<file path="config.mk">
export PLATFORM = sky130hd
export DESIGN_NAME = ipl_priority_levels
export DESIGN_NICKNAME = d
export VERILOG_FILES = /design/src/logic/ipl_pkg.sv /design/src/logic/ipl_priority_levels.sv
export SDC_FILE = /design/constraint.sdc
export NUM_CORES = 1
export LEC_CHECK = 0
export BUFFER_PORTS_ARGS = -buffer_cell sky130_fd_sc_hd__buf_2
export CAP_MARGIN = 0
export CORE_ASPECT_RATIO = 1.2
export CORE_MARGIN = 1
export CORE_UTILIZATION = 45
export DETAILED_ROUTE_END_ITERATION = 8
export PLACE_DENSITY = 0.67
export RECOVER_POWER = 50
export SLEW_MARGIN = 10
export SYNTH_ARGS = -nofsm -noshare
export SYNTH_HDL_FRONTEND = slang
export SYNTH_SLANG_ARGS = --single-unit
export TNS_END_PERCENT = 1
</file>
<file path="constraint.sdc">
create_clock -name i_mclk -period 26.3 [get_ports i_mclk]
set_input_delay 5.26 -clock i_mclk [delete_from_list [all_inputs] [get_ports i_mclk]]
set_output_delay 5.26 -clock i_mclk [all_outputs]
set_load 0.02 [all_outputs]
</file>
<file path="src/logic/ipl_pkg.sv">
// package: register map, field layout and carrier types for the priority-level block
package ipl_pkg;

	localparam int NUM_SRC = 17;

	// register indices; byte address is four times the index
	localparam logic [5:0] IDX_WORD_1 = 6'h01;
	localparam logic [5:0] IDX_WORD_2 = 6'h02;
	localparam logic [5:0] IDX_WORD_3 = 6'h03;
	localparam logic [5:0] IDX_WORD_4 = 6'h04;
	localparam logic [5:0] IDX_STATUS = 6'h10;
	localparam logic [5:0] IDX_MASK = 6'h11;

	localparam logic [7:0] ADDR_WORD_1 = {IDX_WORD_1, 2'h0};
	localparam logic [7:0] ADDR_WORD_2 = {IDX_WORD_2, 2'h0};
	localparam logic [7:0] ADDR_WORD_3 = {IDX_WORD_3, 2'h0};
	localparam logic [7:0] ADDR_WORD_4 = {IDX_WORD_4, 2'h0};
	localparam logic [7:0] ADDR_STATUS = {IDX_STATUS, 2'h0};
	localparam logic [7:0] ADDR_MASK = {IDX_MASK, 2'h0};

	// implemented bits; all others read zero and ignore writes
	localparam logic [15:0] WMASK_WORD_1 = 16'h0003;
	localparam logic [15:0] WMASK_WORD_2 = 16'hF3FF;
	localparam logic [15:0] WMASK_WORD_3 = 16'hFFF0;
	localparam logic [15:0] WMASK_WORD_4 = 16'h00FC;

	localparam logic [15:0] RESET_WORD = 16'h0000;
	localparam logic [16:0] RESET_SRC = 17'h00000;

	// field codes
	localparam logic [1:0] CODE_OFF = 2'h0;
	localparam logic [1:0] CODE_LVL0 = 2'h1;
	localparam logic [1:0] CODE_LVL1 = 2'h2;
	localparam logic [1:0] CODE_LVL2 = 2'h3;

	// source numbers; a lower number wins among equal levels
	localparam int SRC_CLOCKGEN = 0;
	localparam int SRC_SER_RX_FULL = 1;
	localparam int SRC_SER_RX_ERR = 2;
	localparam int SRC_SER_TX_IDLE = 3;
	localparam int SRC_SER_TX_EMPTY = 4;
	localparam int SRC_SPI_TX_EMPTY = 5;
	localparam int SRC_SPI_RX_FULL = 6;
	localparam int SRC_PORT_A = 7;
	localparam int SRC_CONV_A_DONE = 8;
	localparam int SRC_TIMER3 = 9;
	localparam int SRC_TIMER2 = 10;
	localparam int SRC_TIMER1 = 11;
	localparam int SRC_TIMER0 = 12;
	localparam int SRC_I2C_ADDR = 13;
	localparam int SRC_PWM_FAULT = 14;
	localparam int SRC_PWM_RELOAD = 15;
	localparam int SRC_CONV_ZERO_LIM = 16;

	typedef struct packed {
		logic valid;
		logic [1:0] level;
		logic [4:0] source;
	} ipl_arb_type;

	localparam ipl_arb_type RESET_ARB = '{valid: 1'b0, level: 2'h0, source: 5'h00};

endpackage

</file>
<file path="src/logic/ipl_priority_levels.sv">
// module: per-source priority fields, APB register slave and level arbitration
//
// Function
// - codes 01/10/11 give levels 0/1/2
// - code 00 blocks source; reset all 00
// - unused bits read zero, ignore writes
// - clock-generator level from previous word bits 1:0
// - serial rx full 15:14, rx error 13:12
// - serial tx idle 9:8, tx empty 7:6
// - spi tx empty 5:4, rx full 3:2
// - port A pin change bits 1:0
// - converter A done word 3 bits 15:14
// - timers 3..0 bits 13:12 down to 7:6
// - i2c address match bits 5:4
// - pwm fault word 4 bits 7:6
// - pwm reload word 4 bits 5:4
// - converter zero/limit word 4 bits 3:2
// - words at indices 2,3,4; status next at index 16
//
// Implementation choice: the APB interface to the registers.
`timescale 1ns/100ps
module ipl_priority_levels (
	input wire logic i_mclk,
	input wire logic i_rstn,
	input wire logic i_psel,
	input wire logic i_penable,
	input wire logic i_pwrite,
	input wire logic [7:0] i_paddr,
	input wire logic [31:0] i_pwdata,
	input wire logic [16:0] i_req,
	output logic [31:0] o_prdata,
	output logic o_pready,
	output logic o_pslverr,
	output ipl_pkg::ipl_arb_type o_arb,
	output logic o_int
);

	logic [15:0] word1_q;
	logic [15:0] word2_q;
	logic [15:0] word3_q;
	logic [15:0] word4_q;
	logic [16:0] status_q;
	logic [16:0] mask_q;
	logic [31:0] prdata_q;
	logic pready_q;
	logic pslverr_q;
	logic rd_status_q;
	ipl_pkg::ipl_arb_type arb_q;
	ipl_pkg::ipl_arb_type arb_d;
	logic int_q;
	logic [1:0] code [ipl_pkg::NUM_SRC];
	logic [16:0] active;
	logic setup;
	logic done;
	logic wr_done;
	logic mapped;

	assign setup = i_psel && !i_penable;
	assign done = i_psel && i_penable && pready_q;
	assign wr_done = done && i_pwrite && !pslverr_q;

	always_comb begin
		case (i_paddr)
			ipl_pkg::ADDR_WORD_1,
			ipl_pkg::ADDR_WORD_2,
			ipl_pkg::ADDR_WORD_3,
			ipl_pkg::ADDR_WORD_4,
			ipl_pkg::ADDR_STATUS,
			ipl_pkg::ADDR_MASK: mapped = 1'b1;
			default: mapped = 1'b0;
		endcase
	end

	// field extraction from the priority words
	assign code[ipl_pkg::SRC_CLOCKGEN] = word1_q[1:0];
	assign code[ipl_pkg::SRC_SER_RX_FULL] = word2_q[15:14];
	assign code[ipl_pkg::SRC_SER_RX_ERR] = word2_q[13:12];
	assign code[ipl_pkg::SRC_SER_TX_IDLE] = word2_q[9:8];
	assign code[ipl_pkg::SRC_SER_TX_EMPTY] = word2_q[7:6];
	assign code[ipl_pkg::SRC_SPI_TX_EMPTY] = word2_q[5:4];
	assign code[ipl_pkg::SRC_SPI_RX_FULL] = word2_q[3:2];
	assign code[ipl_pkg::SRC_PORT_A] = word2_q[1:0];
	assign code[ipl_pkg::SRC_CONV_A_DONE] = word3_q[15:14];
	assign code[ipl_pkg::SRC_TIMER3] = word3_q[13:12];
	assign code[ipl_pkg::SRC_TIMER2] = word3_q[11:10];
	assign code[ipl_pkg::SRC_TIMER1] = word3_q[9:8];
	assign code[ipl_pkg::SRC_TIMER0] = word3_q[7:6];
	assign code[ipl_pkg::SRC_I2C_ADDR] = word3_q[5:4];
	assign code[ipl_pkg::SRC_PWM_FAULT] = word4_q[7:6];
	assign code[ipl_pkg::SRC_PWM_RELOAD] = word4_q[5:4];
	assign code[ipl_pkg::SRC_CONV_ZERO_LIM] = word4_q[3:2];

	// a source with code 00 never requests
	genvar g;
	generate
		for (g = 0; g < ipl_pkg::NUM_SRC; g++) begin : g_act
			assign active[g] = i_req[g] && (code[g] != ipl_pkg::CODE_OFF);
		end
	endgenerate

	// priority words; only implemented bits take write data
	always_ff @(posedge i_mclk or negedge i_rstn) begin
		if (!i_rstn) begin
			word1_q <= ipl_pkg::RESET_WORD;
			word2_q <= ipl_pkg::RESET_WORD;
			word3_q <= ipl_pkg::RESET_WORD;
			word4_q <= ipl_pkg::RESET_WORD;
		end else if (wr_done) begin
			case (i_paddr)
				ipl_pkg::ADDR_WORD_1: word1_q <= i_pwdata[15:0] & ipl_pkg::WMASK_WORD_1;
				ipl_pkg::ADDR_WORD_2: word2_q <= i_pwdata[15:0] & ipl_pkg::WMASK_WORD_2;
				ipl_pkg::ADDR_WORD_3: word3_q <= i_pwdata[15:0] & ipl_pkg::WMASK_WORD_3;
				ipl_pkg::ADDR_WORD_4: word4_q <= i_pwdata[15:0] & ipl_pkg::WMASK_WORD_4;
				default: begin
				end
			endcase
		end
	end

	// mask register
	always_ff @(posedge i_mclk or negedge i_rstn) begin
		if (!i_rstn) begin
			mask_q <= ipl_pkg::RESET_SRC;
		end else if (wr_done && (i_paddr == ipl_pkg::ADDR_MASK)) begin
			mask_q <= i_pwdata[16:0];
		end
	end

	// sticky status; read clears only what was returned, a new set wins
	always_ff @(posedge i_mclk or negedge i_rstn) begin
		if (!i_rstn) begin
			status_q <= ipl_pkg::RESET_SRC;
		end else if (done && !i_pwrite && rd_status_q) begin
			status_q <= (status_q & ~prdata_q[16:0]) | active;
		end else begin
			status_q <= status_q | active;
		end
	end

	// APB answer: read data and ready prepared at the setup edge
	always_ff @(posedge i_mclk or negedge i_rstn) begin
		if (!i_rstn) begin
			pready_q <= 1'b0;
			pslverr_q <= 1'b0;
			prdata_q <= 32'h00000000;
			rd_status_q <= 1'b0;
		end else begin
			pready_q <= setup;
			pslverr_q <= setup && !mapped;
			rd_status_q <= setup && !i_pwrite && (i_paddr == ipl_pkg::ADDR_STATUS);
			if (setup && !i_pwrite) begin
				case (i_paddr)
					ipl_pkg::ADDR_WORD_1: prdata_q <= {16'h0000, word1_q};
					ipl_pkg::ADDR_WORD_2: prdata_q <= {16'h0000, word2_q};
					ipl_pkg::ADDR_WORD_3: prdata_q <= {16'h0000, word3_q};
					ipl_pkg::ADDR_WORD_4: prdata_q <= {16'h0000, word4_q};
					ipl_pkg::ADDR_STATUS: prdata_q <= {15'h0000, status_q};
					ipl_pkg::ADDR_MASK: prdata_q <= {15'h0000, mask_q};
					default: prdata_q <= 32'h00000000;
				endcase
			end else if (done) begin
				prdata_q <= 32'h00000000;
			end
		end
	end

	// highest code wins; scanning downward with >= keeps the lowest source on a tie
	always_comb begin
		logic [1:0] best;
		best = ipl_pkg::CODE_OFF;
		arb_d = ipl_pkg::RESET_ARB;
		for (int k = ipl_pkg::NUM_SRC - 1; k >= 0; k--) begin
			if (active[k] && (code[k] >= best)) begin
				best = code[k];
				arb_d.valid = 1'b1;
				arb_d.source = 5'(k);
			end
		end
		arb_d.level = arb_d.valid ? best - 2'h1 : 2'h0;
	end

	always_ff @(posedge i_mclk or negedge i_rstn) begin
		if (!i_rstn) begin
			arb_q <= ipl_pkg::RESET_ARB;
			int_q <= 1'b0;
		end else begin
			arb_q <= arb_d;
			int_q <= |(status_q & mask_q);
		end
	end

	assign o_prdata = prdata_q;
	assign o_pready = pready_q;
	assign o_pslverr = pslverr_q;
	assign o_arb = arb_q;
	assign o_int = int_q;
endmodule // ipl_priority_levels

</file>
==> load_flow_metrics.sql, run 1 <==
INSERT INTO impl_metrics (metric_group, metric, value, unit) VALUES
('pwr', 'worst_ir_drop_vdd', '0.0274', 'mV'),
('clock_tree', 'clk_transition_reported_paths', '0.07', 'ns'),
('route', 'avgViaCountPerCell', '6.09', ''),
('hold_path', 'min_delay_path_depth', '2', ''),
('clock_tree', 'ctsRootBufferMaster', 'sky130_fd_sc_hd__clkbuf_16', ''),
('timing', 'report.final.setup_viol', '0', ''),
('synth', 'seq_area_frac_synth', '0.413', ''),
('global_route', 'number_of_antenna_violations_at_the_first_check_in_global_routing', '0', ''),
('setup_path', 'timing.critical_path.to', 'o_arb[5]', ''),
('setup_path', 'start_kind', 'input port', ''),
('route', 'wl_per_cell', '20.2', 'µm'),
('setup_path', 'critical_path_peak_fanout', '6', ''),
('route', 'routed_wl', '17.6', 'mm'),
('synth', 'synth_area_per_cell', '9.35', 'µm²'),
('synth', 'synth.ff_latch_count', '97', ''),
('setup_path', 'reg2reg_depth', '105', ''),
('setup_path', 'worst_ep_arrival_time', '25.29', 'ns'),
('layout', 'area_growth', '15.0', '%'),
('run_status', 'status', 'finished, violations left', ''),
('hold_path', 'timing.hold.worst.class', 'reg -> reg', ''),
('route', 'vias', '5320', ''),
('synth', 'yosys_warnings', '0', ''),
('setup_path', 'crit_path_frequent_cell', 'sky130_fd_sc_hd__ha_1', ''),
('run_status', 'violations', 'capacitance limit, slew limit', ''),
('layout', 'layout_commonest_cell', 'sky130_fd_sc_hd__nand2_1', ''),
('pwr', 'power.static_leakage', '3.09', 'nW'),
('place', 'placement.cell_area', '0.00638', 'mm²'),
('timing', 'max_clock_freq', '0.0399', 'GHz'),
('global_route', 'grt_pass1_vias', '5043', ''),
('layout', 'final_core_utilization', '0.531', ''),
('floorplanning', 'floorplan.die_area', '0.0135', 'mm²'),
('layout', 'design.final.nets', '787', ''),
('route', 'ant_nets', '0', ''),
('setup_path', 'rrSetupSlack', '5.83', 'ns'),
('place', 'buffer_ports.inserted', '74', ''),
('timing', 'timing.final.crit_period', '25.06', 'ns'),
('clock_tree', 'clockBufferDepth', '2', ''),
('floorplanning', 'die_h', '127', 'µm'),
('route', 'drc', '0', ''),
('layout', 'insertedDiodeCount', '0', ''),
('timing', 'timing.final.crit_share', '0.953', ''),
('synth', 'synth_top_flop_cell', 'sky130_fd_sc_hd__dfrtp_1', ''),
('setup_path', 'crit-reg2reg-launch', 'word4_q[2]', ''),
('global_route', 'grt_start_max_net_pins', '54', ''),
('clock_tree', 'hold_buffers', '0', ''),
('hold_path', 'min_from', 'status_q[11]', ''),
('global_route', 'groute.usage.overall', '0.264', ''),
('timing', 'drv_slew', '100', ''),
('floorplanning', 'fp.coreArea', '0.0127', 'mm²'),
('floorplanning', 'placementRows', '45', ''),
('setup_path', 'worst_path_max_delay_cell', 'sky130_fd_sc_hd__or4b_4', ''),
('layout', 'share_of_cells_above_drive_strength_1', '0.218', ''),
('setup_path', 'worstSetupPathType', 'in -> reg', ''),
('place', 'place.gp.congestion', '0.875', ''),
('setup_path', 'crit_path_end_kind', 'flip-flop', ''),
('timing', 'skew', '0.0107', 'ns'),
('timing', 'timing_worst_slew_pin_value', '2.83', 'ns'),
('job', 'max_cap_viol_count', '2', ''),
('synth', 'synth.distinct_cells', '69', ''),
('global_route', 'grt_overflow', '0', ''),
('route', 'drt-pass1-iter-count', '6', ''),
('layout', 'multiInputGateArea', '0.00332', 'mm²'),
('synth', 'syn_area', '0.00588', 'mm²'),
('timing', 'final-hold-violation-count', '0', ''),
('global_route', 'global_route_wire_length_before_repair', '27.1', 'mm'),
('timing', 'sum_of_negative_setup_slack', '0', 'ns'),
('floorplanning', 'floorplan.initialDensity', '0.462', ''),
('setup_path', 'crit-reg2reg-capture', 'o_arb[5]', ''),
('synth', 'async_reset_ff_frac', '1.00', ''),
('layout', 'final_area', '0.00676', 'mm²'),
('clock_tree', 'clock_insertion_delay_worst_skew', '0.35', 'ns');
[sequential cells by signal, summed over array words and instances (netlist names), 2 cells and up]
name	cells
o_prdata	17
word3_q	12
word4_q	6
word2_q	14
mask_q	17
word1_q	2
o_arb	8
status_q	17
[through the flow]
stage | hold WS (ns) | power (mW) | std cells | setup WS [ns]
final | 0.496 | 0.319 | 874 | 1.24
after global routing | 0.532 | 0.331 | 874 | -0.0847
after CTS | 0.500 | 0.319 | 869 | 0.0928
after detailed placement | 0.484 | 0.190 | 853 | -0.170
after global placement | 0.479 | 0.190 | 853 | 0.354
after floorplan | 0.455 | 0.177 | 643 | 2.12
[synth_stat cells, types with 3 or more instances]
cell type                    n  area share
sky130_fd_sc_hd__nor2_1     23       0.015
sky130_fd_sc_hd__nor2b_1     6      0.0064
sky130_fd_sc_hd__inv_1      27       0.017
sky130_fd_sc_hd__nand2b_1   13       0.014
sky130_fd_sc_hd__nand4_1     4      0.0043
sky130_fd_sc_hd__nor4_1      5      0.0053
sky130_fd_sc_hd__and3_1      8      0.0085
sky130_fd_sc_hd__o21a_1      7      0.0089
sky130_fd_sc_hd__a31oi_1     4      0.0043
sky130_fd_sc_hd__a222oi_1    6       0.010
sky130_fd_sc_hd__mux2_2     51       0.098
sky130_fd_sc_hd__nand2_1   113       0.072
sky130_fd_sc_hd__o22ai_1     6      0.0064
sky130_fd_sc_hd__dfrtp_1    97        0.41
sky130_fd_sc_hd__nor3b_1     4      0.0051
sky130_fd_sc_hd__nor3_1      6      0.0051
sky130_fd_sc_hd__o21ai_0    43       0.037
sky130_fd_sc_hd__or2_2       3      0.0032
sky130_fd_sc_hd__and2_1      9      0.0096
sky130_fd_sc_hd__a22oi_1    19       0.024
sky130_fd_sc_hd__a211oi_1    4      0.0051
sky130_fd_sc_hd__a21oi_1    33       0.028
sky130_fd_sc_hd__a221oi_1   10       0.015
sky130_fd_sc_hd__o21ai_1     4      0.0034
sky130_fd_sc_hd__ha_1       20       0.043
sky130_fd_sc_hd__nand3_1    13       0.011
sky130_fd_sc_hd__clkbuf_1   16       0.010
sky130_fd_sc_hd__a22o_1      9       0.013
sky130_fd_sc_hd__o31a_1      3      0.0045
sky130_fd_sc_hd__buf_4      15       0.019
[kinds of logic after synthesis]
family                     count (synthesis)  share of synthesized area
other                                      1                   0.000638
and+or+nand+nor                          219                      0.180
muxes                                     54                      0.104
adders and majority gates                 20                     0.0426
AOI/OAI and AO/OA                        176                      0.209
DFF                                       97                      0.413
buffers and inverters                     62                     0.0500
[critical path, delay by kind of cell]
family | cells | cell delay, ns
adder cells (fa/ha/maj) | 16 | 4.42
AO/OA/AOI/OAI | 39 | 7.34
multiplexers | 3 | 0.91
buffers and inverters | 4 | 0.36
AND/OR/NAND/NOR | 44 | 7.01
[worst min-delay path by stage]
stage | endpoint | slack, ns
after floorplan | status_q[2] | 0.45
after global placement | status_q[11] | 0.48
after detailed placement | status_q[11] | 0.48
after CTS | status_q[11] | 0.50
after global routing | status_q[12] | 0.53
final | status_q[11] | 0.50
[layer usage]
| layer | vias up | part of all wire | GRT usage |
|---|---|---|---|
| met5 | - | 0 | 0 |
| met4 | 0 | 0.044 | 0.142 |
| met3 | 45 | 0.058 | 0.0429 |
| met2 | 224 | 0.49 | 0.443 |
| met1 | 2618 | 0.40 | 0.324 |
| li1 | 2433 | - | - |
[report_power, final]
part | switching, mW | leakage [nW] | internal (mW)
Clock | 0.0563 | 0.141 | 0.0742
Combinational | 0.0223 | 1.68 | 0.0123
Sequential | 0.00236 | 1.27 | 0.152
Total | 0.0809 | 3.09 | 0.239
[repair_timing]
item | CTS | global route
endpoints found under the setup margin | 0 | 8
resized for setup | 0 | 23
buffers inserted | 0 | 5
[final cells by class]
cell class | instances | share of cell area
Inverter | 28 | 0.0159
Tap cell | 164 | 0.0303
Sequential cell | 97 | 0.359
Timing Repair Buffer | 85 | 0.0611
Clock buffer | 12 | 0.0350
Clock inverter | 4 | 0.00777
Multi-Input combinational cell | 484 | 0.491
No activity file was read; power rests on OpenSTA's default activity.
==> run 2: changes to the inputs <==
REMOVE_ABC_BUFFERS = 1   (was default)
==> run 2 against run 1 <==
The run still ends with capacitance limit, slew limit left. Via count shrank 0.81%. Die area stayed put. Sequential power is essentially flat. Wire length is 1.5% lower. Final area did not move. Global-route usage shrank 0.35 points. Cell count is 0.34% higher. Clock skew about the same. Total power is 3.0% lower. First-iteration DRC count down 23%. Setup slack gained 0.084 ns. Maximum frequency up 0.34%. Critical path type unchanged.
==> load_flow_metrics.sql, run 2 (same netlist as run 1, synthesis figures left out) <==
INSERT INTO impl_metrics (metric_group, metric, value, unit) VALUES
('setup_path', 'worst_path_max_delay_cell', 'sky130_fd_sc_hd__or4b_4', ''),
('timing', 'timing.final.crit_share', '0.949', ''),
('hold_path', 'min_from', 'status_q[13]', ''),
('setup_path', 'critical-path-max-stage-delay', '0.51', 'ns'),
('route', 'wl_per_cell', '19.8', 'µm'),
('place', 'place.gp.congestion', '0.897', ''),
('setup_path', 'worst_ep_arrival_time', '25.19', 'ns'),
('route', 'avgViaCountPerCell', '6.02', ''),
('setup_path', 'crit_path_frequent_cell', 'sky130_fd_sc_hd__ha_1', ''),
('timing', 'slew-limit-headroom', '-1.99', ''),
('layout', 'finalNonFillerCells', '877', ''),
('run_status', 'violations', 'capacitance limit, slew limit', ''),
('timing', 'drv_slew', '86', ''),
('setup_path', 'start_kind', 'input port', ''),
('route', 'drt-pass1-iter-count', '5', ''),
('job', 'max_cap_viol_count', '1', ''),
('layout', 'final_cell_mix', '113 x sky130_fd_sc_hd__nand2_1, 97 x sky130_fd_sc_hd__dfrtp_1, 51 x sky130_fd_sc_hd__mux2_2', ''),
('global_route', 'global_route_wire_length_before_repair', '27.0', 'mm'),
('layout', 'design.final.nets', '791', ''),
('route', 'ant_nets', '0', ''),
('pwr', 'power_density', '45.8', 'mW/mm²'),
('layout', 'layout_commonest_cell', 'sky130_fd_sc_hd__nand2_1', ''),
('floorplanning', 'placementRows', '45', ''),
('clock_tree', 'ctsRootBufferMaster', 'sky130_fd_sc_hd__clkbuf_16', ''),
('floorplanning', 'design.portCount', '105', ''),
('clock_tree', 'clk_transition_reported_paths', '0.07', 'ns'),
('setup_path', 'critical_path_peak_fanout', '6', ''),
('run_status', 'status', 'finished, violations left', ''),
('pwr', 'worst_ir_drop_vdd', '0.0349', 'mV'),
('setup_path', 'crit-reg2reg-capture', 'o_arb[5]', ''),
('floorplanning', 'die_w', '106', 'µm'),
('clock_tree', 'tritoncts.num_buffers', '9', ''),
('global_route', 'grt_pass1_vias', '4978', ''),
('clock_tree', 'clockBufferDepth', '2', ''),
('route', 'routed_wl', '17.4', 'mm'),
('setup_path', 'crit_path_end_kind', 'flip-flop', ''),
('floorplanning', 'floorplan.initialDensity', '0.462', ''),
('hold_path', 'min_delay_path_depth', '2', ''),
('clock_tree', 'tritoncts', 'built', ''),
('pwr', 'power.static_leakage', '3.08', 'nW'),
('timing', 'timing_worst_slew_pin_value', '4.48', 'ns'),
('timing', 'final-hold-violation-count', '0', ''),
('setup_path', 'worstSetupPathType', 'in -> reg', ''),
('layout', 'area_growth', '15.0', '%'),
('place', 'dp_cells', '855', ''),
('timing', 'setup_slack', '1.33', 'ns'),
('timing', 'timing.final.crit_period', '24.97', 'ns'),
('layout', 'insertedDiodeCount', '0', ''),
('place', 'buffer_ports.inserted', '74', ''),
('route', 'drc', '0', ''),
('clock_tree', 'htree_levels', '3', ''),
('route', 'drt_first_iter_violations', '360', ''),
('global_route', 'groute.usage.overall', '0.260', ''),
('floorplanning', 'fp.coreArea', '0.0127', 'mm²'),
('timing', 'report.final.setup_viol', '0', ''),
('place', 'detailedPlace.worstSlack', '-0.146', 'ns'),
('layout', 'share_of_cells_above_drive_strength_1', '0.220', ''),
('place', 'dp_hpwl', '12.8', 'mm'),
('setup_path', 'reg2reg_depth', '105', ''),
('hold_path', 'timing.hold.worst.class', 'reg -> reg', ''),
('route', 'vias', '5277', ''),
('floorplanning', 'die_h', '127', 'µm'),
('timing', 'max_clock_freq', '0.0400', 'GHz'),
('setup_path', 'crit-reg2reg-launch', 'word4_q[2]', ''),
('global_route', 'grt_start_max_net_pins', '86', ''),
('floorplanning', 'floorplan.die_area', '0.0135', 'mm²'),
('hold_path', 'whs_endpoint', 'status_q[13]', ''),
('clock_tree', 'clock_insertion_delay_worst_skew', '0.34', 'ns'),
('setup_path', 'critPathRequiredTime', '26.52', 'ns'),
('global_route', 'grt_overflow', '0', ''),
('timing', 'skew', '0.0103', 'ns'),
('global_route', 'number_of_antenna_violations_at_the_first_check_in_global_routing', '0', ''),
('setup_path', 'rrSetupSlack', '5.93', 'ns'),
('clock_tree', 'clock_sinks', '97', '');
run 2: cell count changes in the layout (fill, tap and decap cells not counted), moves of 2 or more:
cell | before | now
sky130_fd_sc_hd__buf_4 | 9 | 13
sky130_fd_sc_hd__o21ai_1 | 7 | 9
sky130_fd_sc_hd__a21oi_2 | 1 | 3
sky130_fd_sc_hd__clkbuf_1 | 31 | 33
sky130_fd_sc_hd__a21oi_1 | 31 | 29
sky130_fd_sc_hd__buf_2 | 48 | 44
run 2: per-stage QoR:
stage | area, µm² | total power, mW | hold slack (ns) | setup TNS [ns] | util
2_1_floorplan | 5750 | 0.175 | 0.455 | 0 | -
3_3_place_gp | 6390 | 0.189 | 0.477 | 0 | 0.502
3_5_place_dp | 6390 | 0.190 | 0.483 | -0.146 | 0.502
4_1_cts | 6660 | 0.310 | 0.498 | 0 | 0.524
5_1_grt | 6760 | 0.321 | 0.529 | -0.0998 | 0.531
6_report | 6760 | 0.310 | 0.494 | 0 | 0.531
run 2: how the worst max path moves through the flow:
stage / slack [ns] / endpoint / startpoint / cells past startpoint
final: 1.33 / o_arb[5] / i_req[16] / 106
after global placement: 0.34 / o_arb[5] / i_req[16] / 106
after CTS: 0.09 / o_arb[5] / i_req[16] / 106
after detailed placement: -0.15 / o_arb[5] / i_req[16] / 105
after floorplan: 2.12 / o_arb[5] / i_req[16] / 105
after global routing: -0.1 / o_arb[5] / i_req[16] / 106
run 2: timing repair:
item / in CTS / in global routing
setup endpoints to repair: 0 / 8
buffers inserted: 0 / 7
gates resized for setup: 0 / 23
hold buffers: 0 / 0
run 2: worst max-delay path, delay by kind of cell:
family | cells | cell delay [ns]
buf+inv | 4 | 0.35
fa+ha+maj | 16 | 4.36
compound gates | 39 | 7.33
mux | 3 | 0.94
simple gates | 44 | 6.97
run 2: where the power goes:
| part | switching, mW | internal [mW] |
|---|---|---|
| sequential | 0.00215 | 0.152 |
| clock | 0.0566 | 0.0643 |
| combinational | 0.0223 | 0.0126 |
run 2: final cells by class:
type                            instances  area [µm²]
Sequential cell                        97        2430
Inverter                               28         108
Multi-Input combinational cell        484        3320
Timing Repair Buffer                   89         438
Tap cell                              164         205
Clock buffer                           10         229
Clock inverter                          5        38.8
Fill cell                            1197        5960
run 2: routing by layer:
layer / global-route usage / wire length [µm] / vias to the layer above
met3: 0.0423 / 959 / 39
met4: 0.0915 / 548 / 0
met2: 0.445 / 8560 / 215
met5: 0 / 0 / -
met1: 0.332 / 7310 / 2584
li1: - / - / 2439
==> run 3: changes to the inputs <==
GPL_TIMING_DRIVEN = 0   (was default)
==> run 3 against run 2 <==
The run still ends with capacitance limit, slew limit left. First-iteration DRC count grew 11%. Sequential power is essentially flat. Register-to-register slack lost 0.13 ns. Total power grew 2.5%. Clock skew grew 0.0020 ns. Combinational power is essentially flat. Via count grew 1.9%. Maximum frequency shrank 0.51%. Critical path type unchanged. Critical endpoint unchanged. Largest cell class unchanged.
==> load_flow_metrics.sql, run 3 (same netlist as run 1, synthesis figures left out) <==
INSERT INTO impl_metrics (metric_group, metric, value, unit) VALUES
('run_status', 'status', 'finished, violations left', ''),
('run_status', 'violations', 'capacitance limit, slew limit', ''),
('layout', 'share_of_cells_above_drive_strength_1', '0.250', ''),
('global_route', 'number_of_antenna_violations_at_the_first_check_in_global_routing', '0', ''),
('floorplanning', 'placementRows', '45', ''),
('timing', 'final-hold-violation-count', '0', ''),
('floorplanning', 'die_w', '106', 'µm'),
('floorplanning', 'design.portCount', '105', ''),
('floorplanning', 'floorplan.die_area', '0.0135', 'mm²'),
('clock_tree', 'clock_insertion_delay_worst_skew', '0.35', 'ns'),
('setup_path', 'worst_path_max_delay_cell', 'sky130_fd_sc_hd__or4b_4', ''),
('layout', 'area_growth', '16.0', '%'),
('clock_tree', 'tritoncts', 'built', ''),
('route', 'ant_nets', '0', ''),
('layout', 'final_area', '0.00682', 'mm²'),
('timing', 'timing.final.crit_period', '25.10', 'ns'),
('setup_path', 'critical_path_peak_fanout', '6', ''),
('clock_tree', 'htree_levels', '3', ''),
('clock_tree', 'ctsRootBufferMaster', 'sky130_fd_sc_hd__clkbuf_16', ''),
('global_route', 'grt_start_max_net_pins', '62', ''),
('setup_path', 'crit_family', 'compound AO/OA/AOI/OAI gates', ''),
('layout', 'final_cell_mix', '112 x sky130_fd_sc_hd__nand2_1, 97 x sky130_fd_sc_hd__dfrtp_1, 61 x sky130_fd_sc_hd__buf_2', ''),
('layout', 'design.final.nets', '789', ''),
('route', 'vias', '5377', ''),
('job', 'max_cap_viol_count', '2', ''),
('floorplanning', 'die_h', '127', 'µm'),
('layout', 'layout_commonest_cell', 'sky130_fd_sc_hd__nand2_1', ''),
('clock_tree', 'tritoncts.num_buffers', '9', ''),
('route', 'wl_per_cell', '20.4', 'µm'),
('setup_path', 'worstSetupPathType', 'in -> reg', ''),
('floorplanning', 'floorplan.initialDensity', '0.462', ''),
('place', 'detailedPlace.worstSlack', '-0.549', 'ns'),
('global_route', 'grt_overflow', '0', ''),
('place', 'dp_hpwl', '13.3', 'mm'),
('timing', 'drv_slew', '100', ''),
('timing', 'sum_of_negative_setup_slack', '0', 'ns'),
('place', 'placement.cell_area', '0.00638', 'mm²'),
('timing', 'report.final.setup_viol', '0', ''),
('layout', 'insertedDiodeCount', '0', ''),
('clock_tree', 'clock_sinks', '97', ''),
('hold_path', 'timing.hold.worst.class', 'reg -> reg', ''),
('setup_path', 'critical-path-max-stage-delay', '0.50', 'ns'),
('place', 'place.gp.congestion', '0.920', ''),
('route', 'routed_wl', '17.9', 'mm'),
('route', 'drc', '0', ''),
('route', 'avgViaCountPerCell', '6.14', ''),
('setup_path', 'critPathRequiredTime', '26.53', 'ns'),
('setup_path', 'start_kind', 'input port', ''),
('timing', 'timing_worst_slew_pin_value', '3.27', 'ns'),
('clock_tree', 'clockBufferDepth', '2', ''),
('setup_path', 'crit_path_end_kind', 'flip-flop', ''),
('place', 'buffer_ports.inserted', '74', ''),
('pwr', 'power_density', '46.6', 'mW/mm²'),
('setup_path', 'worst-path-buf-inv', '5', ''),
('timing', 'timing.hold.ws', '0.499', 'ns'),
('global_route', 'global_route_wire_length_before_repair', '27.7', 'mm'),
('clock_tree', 'clk_transition_reported_paths', '0.07', 'ns'),
('timing', 'timing.final.crit_share', '0.954', ''),
('pwr', 'worst_ir_drop_vdd', '0.0375', 'mV'),
('timing', 'setup_slack', '1.20', 'ns'),
('global_route', 'grt_pass1_vias', '5154', ''),
('pwr', 'power.static_leakage', '3.15', 'nW'),
('timing', 'slew-limit-headroom', '-1.18', ''),
('clock_tree', 'hold_buffers', '0', ''),
('setup_path', 'worst_ep_arrival_time', '25.32', 'ns'),
('timing', 'skew', '0.0123', 'ns'),
('global_route', 'groute.usage.overall', '0.269', ''),
('floorplanning', 'fp.coreArea', '0.0127', 'mm²'),
('route', 'drt-pass1-iter-count', '6', ''),
('route', 'drt_first_iter_violations', '401', ''),
('setup_path', 'crit_path_frequent_cell', 'sky130_fd_sc_hd__ha_1', ''),
('timing', 'max_clock_freq', '0.0398', 'GHz');
run 3: cell types whose count changed in the layout (fill, tap and decap cells not counted), sizes merged:
| cell | before | now |
|---|---|---|
| buf | 57 | 73 |
| clkbuf | 42 | 25 |
| clkinv | 2 | 0 |
| inv | 30 | 32 |
run 3: where the power goes:
part | leakage, nW | internal (mW) | switching [mW]
registers | 1.27 | 0.152 | 0.00223
clock network | 0.139 | 0.0685 | 0.0599
logic | 1.75 | 0.0127 | 0.0224
total | 3.15 | 0.233 | 0.0845
run 3: final timing paths:
path / start / cells past startpoint / endpoint / slack (ns)
worst max register to register: word4_q[2] / 104 / o_arb[5] / 5.80
min in group asynchronous: i_rstn / 1 / o_arb[7] / 5.48
max in group asynchronous: i_rstn / 2 / word3_q[4] / 16.90
worst max-delay path: i_req[16] / 105 / o_arb[5] / 1.20
worst min register to register: status_q[11] / 2 / status_q[11] / 0.50
worst min-delay path: status_q[11] / 2 / status_q[11] / 0.50
run 3: cell type report:
type                            count  area, µm²
Inverter                           28        108
Tap cell                          164        205
Clock buffer                       11        243
Sequential cell                    97       2430
Fill cell                        1215       5910
Clock inverter                      5       45.0
Multi-Input combinational cell    484       3340
Timing Repair Buffer               87        448
run 3: worst min-delay path, delay by kind of cell, from the launching register on:
family	cells	cell delay [ns]
simple gates	2	0.11
flops	1	0.36
run 3: per-layer routing:
layer | track usage | routed length, µm
met1 | 0.341 | 7290
met3 | 0.0352 | 989
met5 | 0 | 0
met4 | 0.114 | 767
met2 | 0.461 | 8870
run 3: per-stage QoR:
step | std cells | util | total power [mW]
2_1_floorplan | 609 | - | 0.175
3_3_place_gp | 847 | 0.497 | 0.189
3_5_place_dp | 850 | 0.501 | 0.191
4_1_cts | 867 | 0.526 | 0.319
5_1_grt | 876 | 0.536 | 0.331
6_report | 876 | 0.536 | 0.318
run 3: what timing repair did:
action / CTS / global route
endpoints found under the hold margin: 0 / 0
cloned: 0 / 0
pin swaps: 1 / 10
buffers inserted: 1 / 9
resized for setup: 5 / 23
endpoints found under the setup margin: 2 / 8
